===== src/wrm_pkg.sv =====
// package: constants and types shared by the reset/supply monitor ends
package wrm_pkg;
	// ----------------------------------------------------------------
	// timing
	// ----------------------------------------------------------------
	localparam int unsigned CLK_PERIOD_NS     = 10;
	localparam int unsigned SETTLE_TIME_NS    = 1000;
	localparam int unsigned SETTLE_CYCLES     = (SETTLE_TIME_NS + CLK_PERIOD_NS - 1) / CLK_PERIOD_NS;
	localparam int unsigned RESET_PULSE_CYC   = 4;
	// ----------------------------------------------------------------
	// reset vector layout
	// ----------------------------------------------------------------
	localparam int unsigned VEC_W             = 32;
	localparam int unsigned BUS_SEL_LSB       = 0;
	localparam int unsigned BUS_SEL_W         = 2;
	localparam logic [1:0]  BUS_SEL_SINGLE    = 2'h0;
	// ----------------------------------------------------------------
	// register map of the controller's software port (word indices)
	// ----------------------------------------------------------------
	localparam logic [3:0]  ADR_CTRL          = 4'h0;
	localparam logic [3:0]  ADR_STATUS        = 4'h1;
	localparam logic [3:0]  ADR_LEVEL         = 4'h2;
	localparam logic [3:0]  ADR_VECTOR        = 4'h3;
	localparam logic [3:0]  ADR_MODE          = 4'h4;
	// ctrl bits
	localparam int unsigned CTRL_EN_BIT       = 0;
	localparam int unsigned CTRL_IEN_BIT      = 1;
	localparam int unsigned CTRL_UNLOCK_BIT   = 2;
	localparam int unsigned CTRL_WDT_RST_BIT  = 3;
	// status bits
	localparam int unsigned ST_LEVEL_BIT      = 0;
	localparam int unsigned ST_CROSS_BIT      = 1;
	localparam int unsigned ST_VALID_BIT      = 2;
	localparam int unsigned ST_SHARED_IRQ_BIT = 3;
	// reset values
	localparam logic [3:0]  LEVEL_RST         = 4'h0;
	localparam logic [1:0]  MODE_RST          = 2'h0;
	// ----------------------------------------------------------------
	// types
	// ----------------------------------------------------------------
	typedef enum logic [1:0] {
		WRM_OFF    = 2'b00,
		WRM_SETTLE = 2'b01,
		WRM_WATCH  = 2'b10
	} wrm_det_state_t;
endpackage


===== src/wrm_if.sv =====
// interface: link between the reset/monitor device and its cpu-side controller
`timescale 1ns/1ps
interface wrm_if;
	logic        detector_enable;
	logic        supply_irq_enable;
	logic        monitor_write_unlock;
	logic        wdt_reset_select;
	logic [3:0]  detect_level_select;
	logic        level_wr;
	logic        crossing_clr;
	logic [31:0] reset_vector;
	logic [1:0]  processor_mode_wr;
	logic        mode_wr;
	logic        supply_level_flag;
	logic        supply_crossing_flag;
	logic        det_valid;
	logic        shared_irq;
	logic        sys_reset;
	logic [31:0] start_addr;
	logic [1:0]  bus_width_sel;
	logic [1:0]  processor_mode;
	logic [3:0]  level_cur;

	modport dev (
		input  detector_enable, supply_irq_enable, monitor_write_unlock, wdt_reset_select,
		input  detect_level_select, level_wr, crossing_clr, reset_vector,
		input  processor_mode_wr, mode_wr,
		output supply_level_flag, supply_crossing_flag, det_valid, shared_irq,
		output sys_reset, start_addr, bus_width_sel, processor_mode, level_cur
	);
	modport ctl (
		output detector_enable, supply_irq_enable, monitor_write_unlock, wdt_reset_select,
		output detect_level_select, level_wr, crossing_clr, reset_vector,
		output processor_mode_wr, mode_wr,
		input  supply_level_flag, supply_crossing_flag, det_valid, shared_irq,
		input  sys_reset, start_addr, bus_width_sel, processor_mode, level_cur
	);
endinterface


===== src/wrm_device.sv =====
// device end: watchdog reset, reset vector decode and supply detector logic
//
// Functional notes
// RL1 - watchdog underflow with select resets, vectors restart
// RL2 - watchdog reset keeps processor mode bits
// RL3 - start address is vector upper 30 bits
// RL4 - vector low 2 bits select bus width
// RL5 - supplier aligns vector, 00b for single-chip
// RL6 - comparator ignored until settle time elapsed
// RL7 - falling crossing clears level, sets sticky flag
// RL8 - rising crossing sets level and sticky flag
// RL9 - request on sticky rise when enabled
// RL10 - sticky flag cleared only by software; the code also clears it on the watchdog reset
// RL11 - request shared with watchdog, oscillator stop
// RL12 - software unlocks, disables before level rewrite
// RL13 - comparators synchronised; set beats clear
// RL14 - level write ignored unless unlocked, disabled
`timescale 1ns/1ps
module wrm_device
	import wrm_pkg::*;
#(
	parameter int unsigned SETTLE_CYC = SETTLE_CYCLES
) (
	// clock and reset
	input  wire logic i_ref_clk,
	input  wire logic i_rst,
	// analog comparator outputs (asynchronous)
	input  wire logic i_cmp_below_fall,
	input  wire logic i_cmp_above_rise,
	// other reset and interrupt sources
	input  wire logic i_wdt_underflow,
	input  wire logic i_wdt_irq,
	input  wire logic i_osc_stop_irq,
	// controller side
	wrm_if.dev        bus
);
	// a zero wait would skip the settle state and trust the first comparator sample
	if (SETTLE_CYC < 1) begin
		$error("SETTLE_CYC must be at least 1");
	end

	localparam int CNT_W = $clog2(SETTLE_CYC + 1);

	// ----------------------------------------------------------------
	// comparator synchronisers
	// ----------------------------------------------------------------
	logic [1:0] fall_sync_r;
	logic [1:0] rise_sync_r;
	always_ff @(posedge i_ref_clk) begin
		if (i_rst) begin
			fall_sync_r <= 2'h0;
			rise_sync_r <= 2'h0;
		end else begin
			fall_sync_r <= {fall_sync_r[0], i_cmp_below_fall}; // [RL13]
			rise_sync_r <= {rise_sync_r[0], i_cmp_above_rise}; // [RL13]
		end
	end
	logic below_s;
	logic above_s;
	assign below_s = fall_sync_r[1];
	assign above_s = rise_sync_r[1];

	// ----------------------------------------------------------------
	// watchdog reset pulse and mode bits
	// ----------------------------------------------------------------
	logic [2:0] rst_cnt_r;
	logic       sys_reset_r;
	logic       wdt_fire;
	assign wdt_fire = i_wdt_underflow && bus.wdt_reset_select && !sys_reset_r; // [RL1]
	always_ff @(posedge i_ref_clk) begin
		if (i_rst) begin
			rst_cnt_r   <= 3'h0;
			sys_reset_r <= 1'b0;
		end else if (wdt_fire) begin
			rst_cnt_r   <= 3'(RESET_PULSE_CYC - 1);
			sys_reset_r <= 1'b1; // [RL1]
		end else if (rst_cnt_r != 3'h0) begin
			rst_cnt_r <= rst_cnt_r - 3'h1;
		end else begin
			sys_reset_r <= 1'b0;
		end
	end
	assign bus.sys_reset = sys_reset_r;

	// mode bits survive the watchdog reset; only i_rst clears them
	logic [1:0] mode_r;
	always_ff @(posedge i_ref_clk) begin
		if (i_rst) begin
			mode_r <= MODE_RST;
		end else if (bus.mode_wr && !sys_reset_r) begin
			mode_r <= bus.processor_mode_wr; // [RL2]
		end
	end
	assign bus.processor_mode = mode_r;

	// ----------------------------------------------------------------
	// reset vector decode
	// ----------------------------------------------------------------
	logic [31:0] start_r;
	logic [1:0]  bw_r;
	always_ff @(posedge i_ref_clk) begin
		if (i_rst) begin
			start_r <= 32'h0;
			bw_r    <= 2'h0;
		end else begin
			start_r <= {bus.reset_vector[31:2], 2'b00}; // [RL3] [RL5]
			bw_r    <= bus.reset_vector[BUS_SEL_LSB +: BUS_SEL_W]; // [RL4]
		end
	end
	assign bus.start_addr    = start_r;
	assign bus.bus_width_sel = bw_r;

	// ----------------------------------------------------------------
	// detection level register
	// ----------------------------------------------------------------
	logic [3:0] level_r;
	always_ff @(posedge i_ref_clk) begin
		if (i_rst || sys_reset_r) begin
			level_r <= LEVEL_RST; // [RL1]
		end else if (bus.level_wr && bus.monitor_write_unlock && !bus.detector_enable) begin
			level_r <= bus.detect_level_select; // [RL14] [RL12]
		end
	end
	assign bus.level_cur = level_r;

	// ----------------------------------------------------------------
	// detector enable and settle wait
	// ----------------------------------------------------------------
	wrm_det_state_t    st_r;
	logic [CNT_W-1:0]  cnt_r;
	always_ff @(posedge i_ref_clk) begin
		if (i_rst || sys_reset_r) begin
			st_r  <= WRM_OFF;
			cnt_r <= '0;
		end else begin
			case (st_r)
				WRM_OFF: begin
					if (bus.detector_enable) begin
						st_r  <= WRM_SETTLE;
						cnt_r <= CNT_W'(SETTLE_CYC - 1);
					end
				end
				WRM_SETTLE: begin
					if (!bus.detector_enable) begin
						st_r <= WRM_OFF;
					end else if (cnt_r == '0) begin
						st_r <= WRM_WATCH; // [RL6]
					end else begin
						cnt_r <= cnt_r - 1'b1;
					end
				end
				WRM_WATCH: begin
					if (!bus.detector_enable) begin
						st_r <= WRM_OFF;
					end
				end
				default: st_r <= WRM_OFF;
			endcase
		end
	end
	logic valid;
	assign valid         = (st_r == WRM_WATCH);
	assign bus.det_valid = valid;

	// ----------------------------------------------------------------
	// level and sticky crossing flags
	// ----------------------------------------------------------------
	logic lvl_flag_r;
	logic cross_r;
	logic fall_evt;
	logic rise_evt;
	// crossings are edges of the level flag; level seeds on entering watch
	logic armed_r;
	assign fall_evt = valid && armed_r && lvl_flag_r && below_s; // [RL6]
	assign rise_evt = valid && armed_r && !lvl_flag_r && above_s && !below_s; // [RL6]
	always_ff @(posedge i_ref_clk) begin
		if (i_rst || sys_reset_r) begin
			lvl_flag_r <= 1'b1;
			armed_r    <= 1'b0;
		end else if (!valid) begin
			armed_r <= 1'b0;
		end else if (!armed_r) begin
			lvl_flag_r <= !below_s;
			armed_r    <= 1'b1;
		end else if (fall_evt) begin
			lvl_flag_r <= 1'b0; // [RL7]
		end else if (rise_evt) begin
			lvl_flag_r <= 1'b1; // [RL8]
		end
	end
	always_ff @(posedge i_ref_clk) begin
		if (i_rst || sys_reset_r) begin
			cross_r <= 1'b0;
		end else if (fall_evt || rise_evt) begin
			cross_r <= 1'b1; // [RL7] [RL8] [RL13]
		end else if (bus.crossing_clr) begin
			cross_r <= 1'b0; // [RL10]
		end
	end
	assign bus.supply_level_flag    = lvl_flag_r;
	assign bus.supply_crossing_flag = cross_r;

	// ----------------------------------------------------------------
	// interrupt request
	// ----------------------------------------------------------------
	logic irq_r;
	always_ff @(posedge i_ref_clk) begin
		if (i_rst || sys_reset_r) begin
			irq_r <= 1'b0;
		end else begin
			irq_r <= (!cross_r && (fall_evt || rise_evt) && bus.supply_irq_enable) // [RL9]
			         || i_wdt_irq || i_osc_stop_irq; // [RL11]
		end
	end
	assign bus.shared_irq = irq_r;
endmodule


===== src/flat_wrapper.sv =====
// flat-port wrapper written by rule: the top's interface ports become plain ports
module wrm_device_flat import wrm_pkg::*;
#(
	parameter int unsigned SETTLE_CYC = SETTLE_CYCLES
)
  (i_ref_clk, i_rst, i_cmp_below_fall, i_cmp_above_rise, i_wdt_underflow, i_wdt_irq, i_osc_stop_irq, bus_detector_enable, bus_supply_irq_enable, bus_monitor_write_unlock, bus_wdt_reset_select, bus_detect_level_select, bus_level_wr, bus_crossing_clr, bus_reset_vector, bus_processor_mode_wr, bus_mode_wr, bus_supply_level_flag, bus_supply_crossing_flag, bus_det_valid, bus_shared_irq, bus_sys_reset, bus_start_addr, bus_bus_width_sel, bus_processor_mode, bus_level_cur);
  wrm_if bus_i ();
  input  wire logic i_ref_clk;
  input  wire logic i_rst;
  input  wire logic i_cmp_below_fall;
  input  wire logic i_cmp_above_rise;
  input  wire logic i_wdt_underflow;
  input  wire logic i_wdt_irq;
  input  wire logic i_osc_stop_irq;
  input wire logic [$bits(bus_i.detector_enable)-1:0] bus_detector_enable;
  input wire logic [$bits(bus_i.supply_irq_enable)-1:0] bus_supply_irq_enable;
  input wire logic [$bits(bus_i.monitor_write_unlock)-1:0] bus_monitor_write_unlock;
  input wire logic [$bits(bus_i.wdt_reset_select)-1:0] bus_wdt_reset_select;
  input wire logic [$bits(bus_i.detect_level_select)-1:0] bus_detect_level_select;
  input wire logic [$bits(bus_i.level_wr)-1:0] bus_level_wr;
  input wire logic [$bits(bus_i.crossing_clr)-1:0] bus_crossing_clr;
  input wire logic [$bits(bus_i.reset_vector)-1:0] bus_reset_vector;
  input wire logic [$bits(bus_i.processor_mode_wr)-1:0] bus_processor_mode_wr;
  input wire logic [$bits(bus_i.mode_wr)-1:0] bus_mode_wr;
  output wire logic [$bits(bus_i.supply_level_flag)-1:0] bus_supply_level_flag;
  output wire logic [$bits(bus_i.supply_crossing_flag)-1:0] bus_supply_crossing_flag;
  output wire logic [$bits(bus_i.det_valid)-1:0] bus_det_valid;
  output wire logic [$bits(bus_i.shared_irq)-1:0] bus_shared_irq;
  output wire logic [$bits(bus_i.sys_reset)-1:0] bus_sys_reset;
  output wire logic [$bits(bus_i.start_addr)-1:0] bus_start_addr;
  output wire logic [$bits(bus_i.bus_width_sel)-1:0] bus_bus_width_sel;
  output wire logic [$bits(bus_i.processor_mode)-1:0] bus_processor_mode;
  output wire logic [$bits(bus_i.level_cur)-1:0] bus_level_cur;
  assign bus_i.detector_enable = bus_detector_enable;
  assign bus_i.supply_irq_enable = bus_supply_irq_enable;
  assign bus_i.monitor_write_unlock = bus_monitor_write_unlock;
  assign bus_i.wdt_reset_select = bus_wdt_reset_select;
  assign bus_i.detect_level_select = bus_detect_level_select;
  assign bus_i.level_wr = bus_level_wr;
  assign bus_i.crossing_clr = bus_crossing_clr;
  assign bus_i.reset_vector = bus_reset_vector;
  assign bus_i.processor_mode_wr = bus_processor_mode_wr;
  assign bus_i.mode_wr = bus_mode_wr;
  assign bus_supply_level_flag = bus_i.supply_level_flag;
  assign bus_supply_crossing_flag = bus_i.supply_crossing_flag;
  assign bus_det_valid = bus_i.det_valid;
  assign bus_shared_irq = bus_i.shared_irq;
  assign bus_sys_reset = bus_i.sys_reset;
  assign bus_start_addr = bus_i.start_addr;
  assign bus_bus_width_sel = bus_i.bus_width_sel;
  assign bus_processor_mode = bus_i.processor_mode;
  assign bus_level_cur = bus_i.level_cur;
  wrm_device #(.SETTLE_CYC(SETTLE_CYC)) u_core (.i_ref_clk(i_ref_clk), .i_rst(i_rst), .i_cmp_below_fall(i_cmp_below_fall), .i_cmp_above_rise(i_cmp_above_rise), .i_wdt_underflow(i_wdt_underflow), .i_wdt_irq(i_wdt_irq), .i_osc_stop_irq(i_osc_stop_irq), .bus(bus_i));
endmodule

===== config.mk =====
export PLATFORM = sky130hd
export DESIGN_NAME = wrm_device_flat
export DESIGN_NICKNAME = d
export VERILOG_FILES = /design/src/wrm_pkg.sv /design/src/wrm_if.sv /design/src/wrm_device.sv /design/src/flat_wrapper.sv
export SDC_FILE = /design/constraint.sdc
export NUM_CORES = 1
export LEC_CHECK = 0
export BUFFER_PORTS_ARGS = -buffer_cell sky130_fd_sc_hd__buf_4
export CAP_MARGIN = 10
export CORE_UTILIZATION = 49
export DETAILED_ROUTE_END_ITERATION = 12
export PLACE_DENSITY = 0.93
export REMOVE_ABC_BUFFERS = 1
export SYNTH_ARGS = -nofsm -noshare
export SYNTH_HDL_FRONTEND = slang
export SYNTH_SLANG_ARGS = --single-unit
export TNS_END_PERCENT = 30

===== constraint.sdc =====
create_clock -name i_ref_clk -period 3.4 [get_ports i_ref_clk]
set_clock_uncertainty 0.2 [all_clocks]
set_input_delay 0.34 -clock i_ref_clk [delete_from_list [all_inputs] [get_ports i_ref_clk]]
set_output_delay 0.34 -clock i_ref_clk [all_outputs]
set_load 0.1 [all_outputs]

==> impl_metrics.tcl <==
set metrics [dict create \
    drive_above_1_share 0.380 \
    start_util 0.513 \
    vias 1729 \
    yosysTopAreaCell "dfxtp_1" \
    cts_resized 0 \
    clock-root-buffer "clkbuf_8" \
    dpl_cell_area_sq_mm 0.00280 \
    combinationalPowerShare 0.263 \
    yosys_register_bits 59 \
    hold_path.class "in2reg" \
    cts_max_level 3 \
    clk_latency_ns 0.33 \
    finalMaxSlewViolations 0 \
    cts_tree "yes" \
    firstDrtPassIters 4 \
    clk_pin_slew_ns 0.06 \
    core_area_sq_mm 0.00403 \
    antenna_left 0 \
    ys_seq_area_frac 0.571 \
    port_buffers 94 \
    wl_met2_um 2490 \
    crit_chain "nor2b_1 -> buf_4" \
    final_hold_viol_count 0 \
    antennaDiodeCount 0 \
    max-clock-path-buffers 2 \
    finalSetupViolations 0 \
    period_share 0.591 \
    r2r_cells 5 \
    grt_max_degree 45 \
    rsz0062_at_grt "false" \
    synth_cells 197 \
    p_sw_uw 609 \
    synth_cell_types 39 \
    finalWeightedCongestion 0.851 \
    antenna_found_initial 0 \
    clkPwrFrac 0.320 \
    gr-usage-all-layers 0.243 \
    num_rows 23 \
    swShare 0.326 \
    final_util 0.739 \
    slew_headroom 0.653 \
    synth_flop_cell "dfxtp_1" \
    internal-power_mw 1.26 \
    p_seq_frac 0.417 \
    critical_path_required_ns 2.86 \
    route.met3.wl_um 489 \
    cpMaxStageDelayCell "dfxtp_1" \
    p_per_area_mw_per_mm2 627 \
    p_leak_nw 1.39 \
    postSynthAreaPerCell_sq_um 10.5 \
    totalWireLength_um 4970 \
    post-dp-hpwl_um 3520 \
    pin_count 97 \
    setup_tns_ns 0 \
    area_delta_synth_final_pct 44.1 \
    worstPathArrival_ns 1.47 \
    fp.dieW_um 67.0 \
    fin_ws_ns 1.39 \
    highest_layer "met4" \
    grt_pass1_vias 1710 \
    chipHeight_um 67.0 \
    wirelength_met1_um 1900 \
    ir_worst_vdd_mv 0.568 \
    cpPeakStageDelay_ns 0.39 \
    num-fill-cells 280 \
    yosysWarnings 0 \
    stdcell_area_sq_mm 0.00298 \
    cp-start-kind "flop" \
    nNetsFinal 350 \
    cp-end-kind "primary output" \
    drtIter0Drc 88 \
    wl_per_cell_um 14.3 \
    synth_edf_count 0 \
    yosys.area.top_type_share 0.571 \
    maxCapViolCount 0 \
    place_ws_ns 1.60 \
    status "finished clean" \
    crit_type "reg2out" \
    cts_buffers 9 \
    synthArstFlopShare 0 \
    dieArea_sq_mm 0.00448 \
    drc 0 \
    fmax_ghz 0.497 \
    min_path_cells 2 \
    hold_ws_ns 0.0219 \
    period_needed_ns 2.01 \
    cts_sinks 59 \
    grt_pass1_wl_um 7670 \
    overflow 0 \
    netlist_area_sq_mm 0.00207 \
    cts_hold_buf 0 \
    yosys-top-cells-area "dfxtp_1, nor2b_1, mux2i_1, a21oi_1, ha_1" \
    cts_setup_buffers 0 \
    viasPerCell 4.98 \
    worst_pin_slew_ns 0.517 \
    cp_max_fo 7 \
]
-- cell type report --
class                           instances  area (sq um)  area share
Sequential cell                        59          1180       0.396
Clock buffer                           11           141      0.0475
Inverter                                7          26.3     0.00882
Clock inverter                          3          40.0      0.0134
Timing Repair Buffer                   94           706       0.237
Multi-Input combinational cell        123           822       0.276
Tap cell                               50          62.6      0.0210
-- critical path, delay by kind of cell (launching register included) --
| family | cells | cell delay, ns |
|---|---|---|
| buffers and inverters | 1 | 0.37 |
| flip-flops | 1 | 0.39 |
| AND/OR/NAND/NOR | 1 | 0.38 |
-- stage by stage --
| step | instances | power (mW) |
|---|---|---|
| after CTS | 347 | 1.88 |
| after global placement | 333 | 1.26 |
| final | 347 | 1.87 |
| after floorplan | 189 | 1.14 |
| after global routing | 347 | 1.95 |
| after detailed placement | 333 | 1.28 |
-- layer usage --
layer	global-route usage	vias to the layer above
met1	0.248	792
met3	0.123	11
li1	-	848
met4	0.104	0
met2	0.412	78
met5	0	-
-- sequential cells by signal, summed over array words and instances, names as in the netlist --
| signal | count |
|---|---|
| u_core.armed_r | 1 |
| u_core.bus.bus_width_sel | 2 |
| u_core.bus.level_cur | 4 |
| u_core.bus.processor_mode | 2 |
| u_core.bus.shared_irq | 1 |
| u_core.bus.start_addr | 30 |
| u_core.bus.supply_crossing_flag | 1 |
| u_core.bus.supply_level_flag | 1 |
| u_core.bus.sys_reset | 1 |
| u_core.cnt_r | 7 |
| u_core.fall_sync_r | 2 |
| u_core.rise_sync_r | 2 |
| u_core.rst_cnt_r | 3 |
| u_core.st_r | 2 |
-- placed cells by master, fill, tap and decap left out, drive strengths merged, types with 2 or more instances in the layout --
cell type  synthesis  final
nand2b             4      4
inv                7      7
or2                2      2
ha                 4      4
clkinv             0      2
nand3b             3      3
a21oi             10     10
conb               1      2
nor2b             39     39
nor2               9      9
mux2i              6      6
clkbuf             7     11
nor3b              2      2
or4                2      2
buf                2     94
nor3               3      3
nand2              4      4
a211oi             4      4
and2               3      3
dfxtp             59     59
o21ai              7      7
-- cells by family after synthesis --
family | after synthesis | share of synthesized area
other | 1 | 0.00181
adders and majority gates | 4 | 0.0242
AOI/OAI and AO/OA | 30 | 0.0938
xor gates and xnor gates | 1 | 0.00424
DFF | 59 | 0.571
muxes | 7 | 0.0345
buffers and inverters | 16 | 0.0327
and+or+nand+nor | 79 | 0.237
-- power by group through the flow --
stage	sequential, mW	combinational, mW	clock [mW]
after floorplan	0.975	0.168	0
after global placement	0.789	0.468	0
after detailed placement	0.793	0.487	0
after CTS	0.779	0.491	0.613
after global routing	0.785	0.525	0.643
final	0.779	0.490	0.598
-- cell usage after synthesis, drive strengths merged, types with 2 or more instances --
cell	count
a21oi	10
o21ai	7
a211oi	4
and2	3
nor3b	2
nand3b	3
ha	4
nor3	3
nand2b	4
dfxtp	59
nor2	9
or2	2
clkbuf	7
buf	2
nor2b	39
nand2	4
or4	2
mux2i	6
inv	7
-- path summary, 6_finish.rpt --
kind	startpoint	to	slack [ns]
worst max register to register	u_core.cnt_r[0]$_SDFFE_PP0P_	u_core.cnt_r[4]$_SDFFE_PP0P_	1.58
worst min register to register	u_core.rise_sync_r[0]$_SDFF_PP0_	u_core.rise_sync_r[1]$_SDFF_PP0_	0.25
worst max-delay path	u_core.st_r[1]$_SDFFE_PP0P_	bus_det_valid	1.39
worst min-delay path	bus_reset_vector[2]	u_core.bus.start_addr[2]$_SDFF_PP0_	0.02
(Power assumes the default switching activity.)
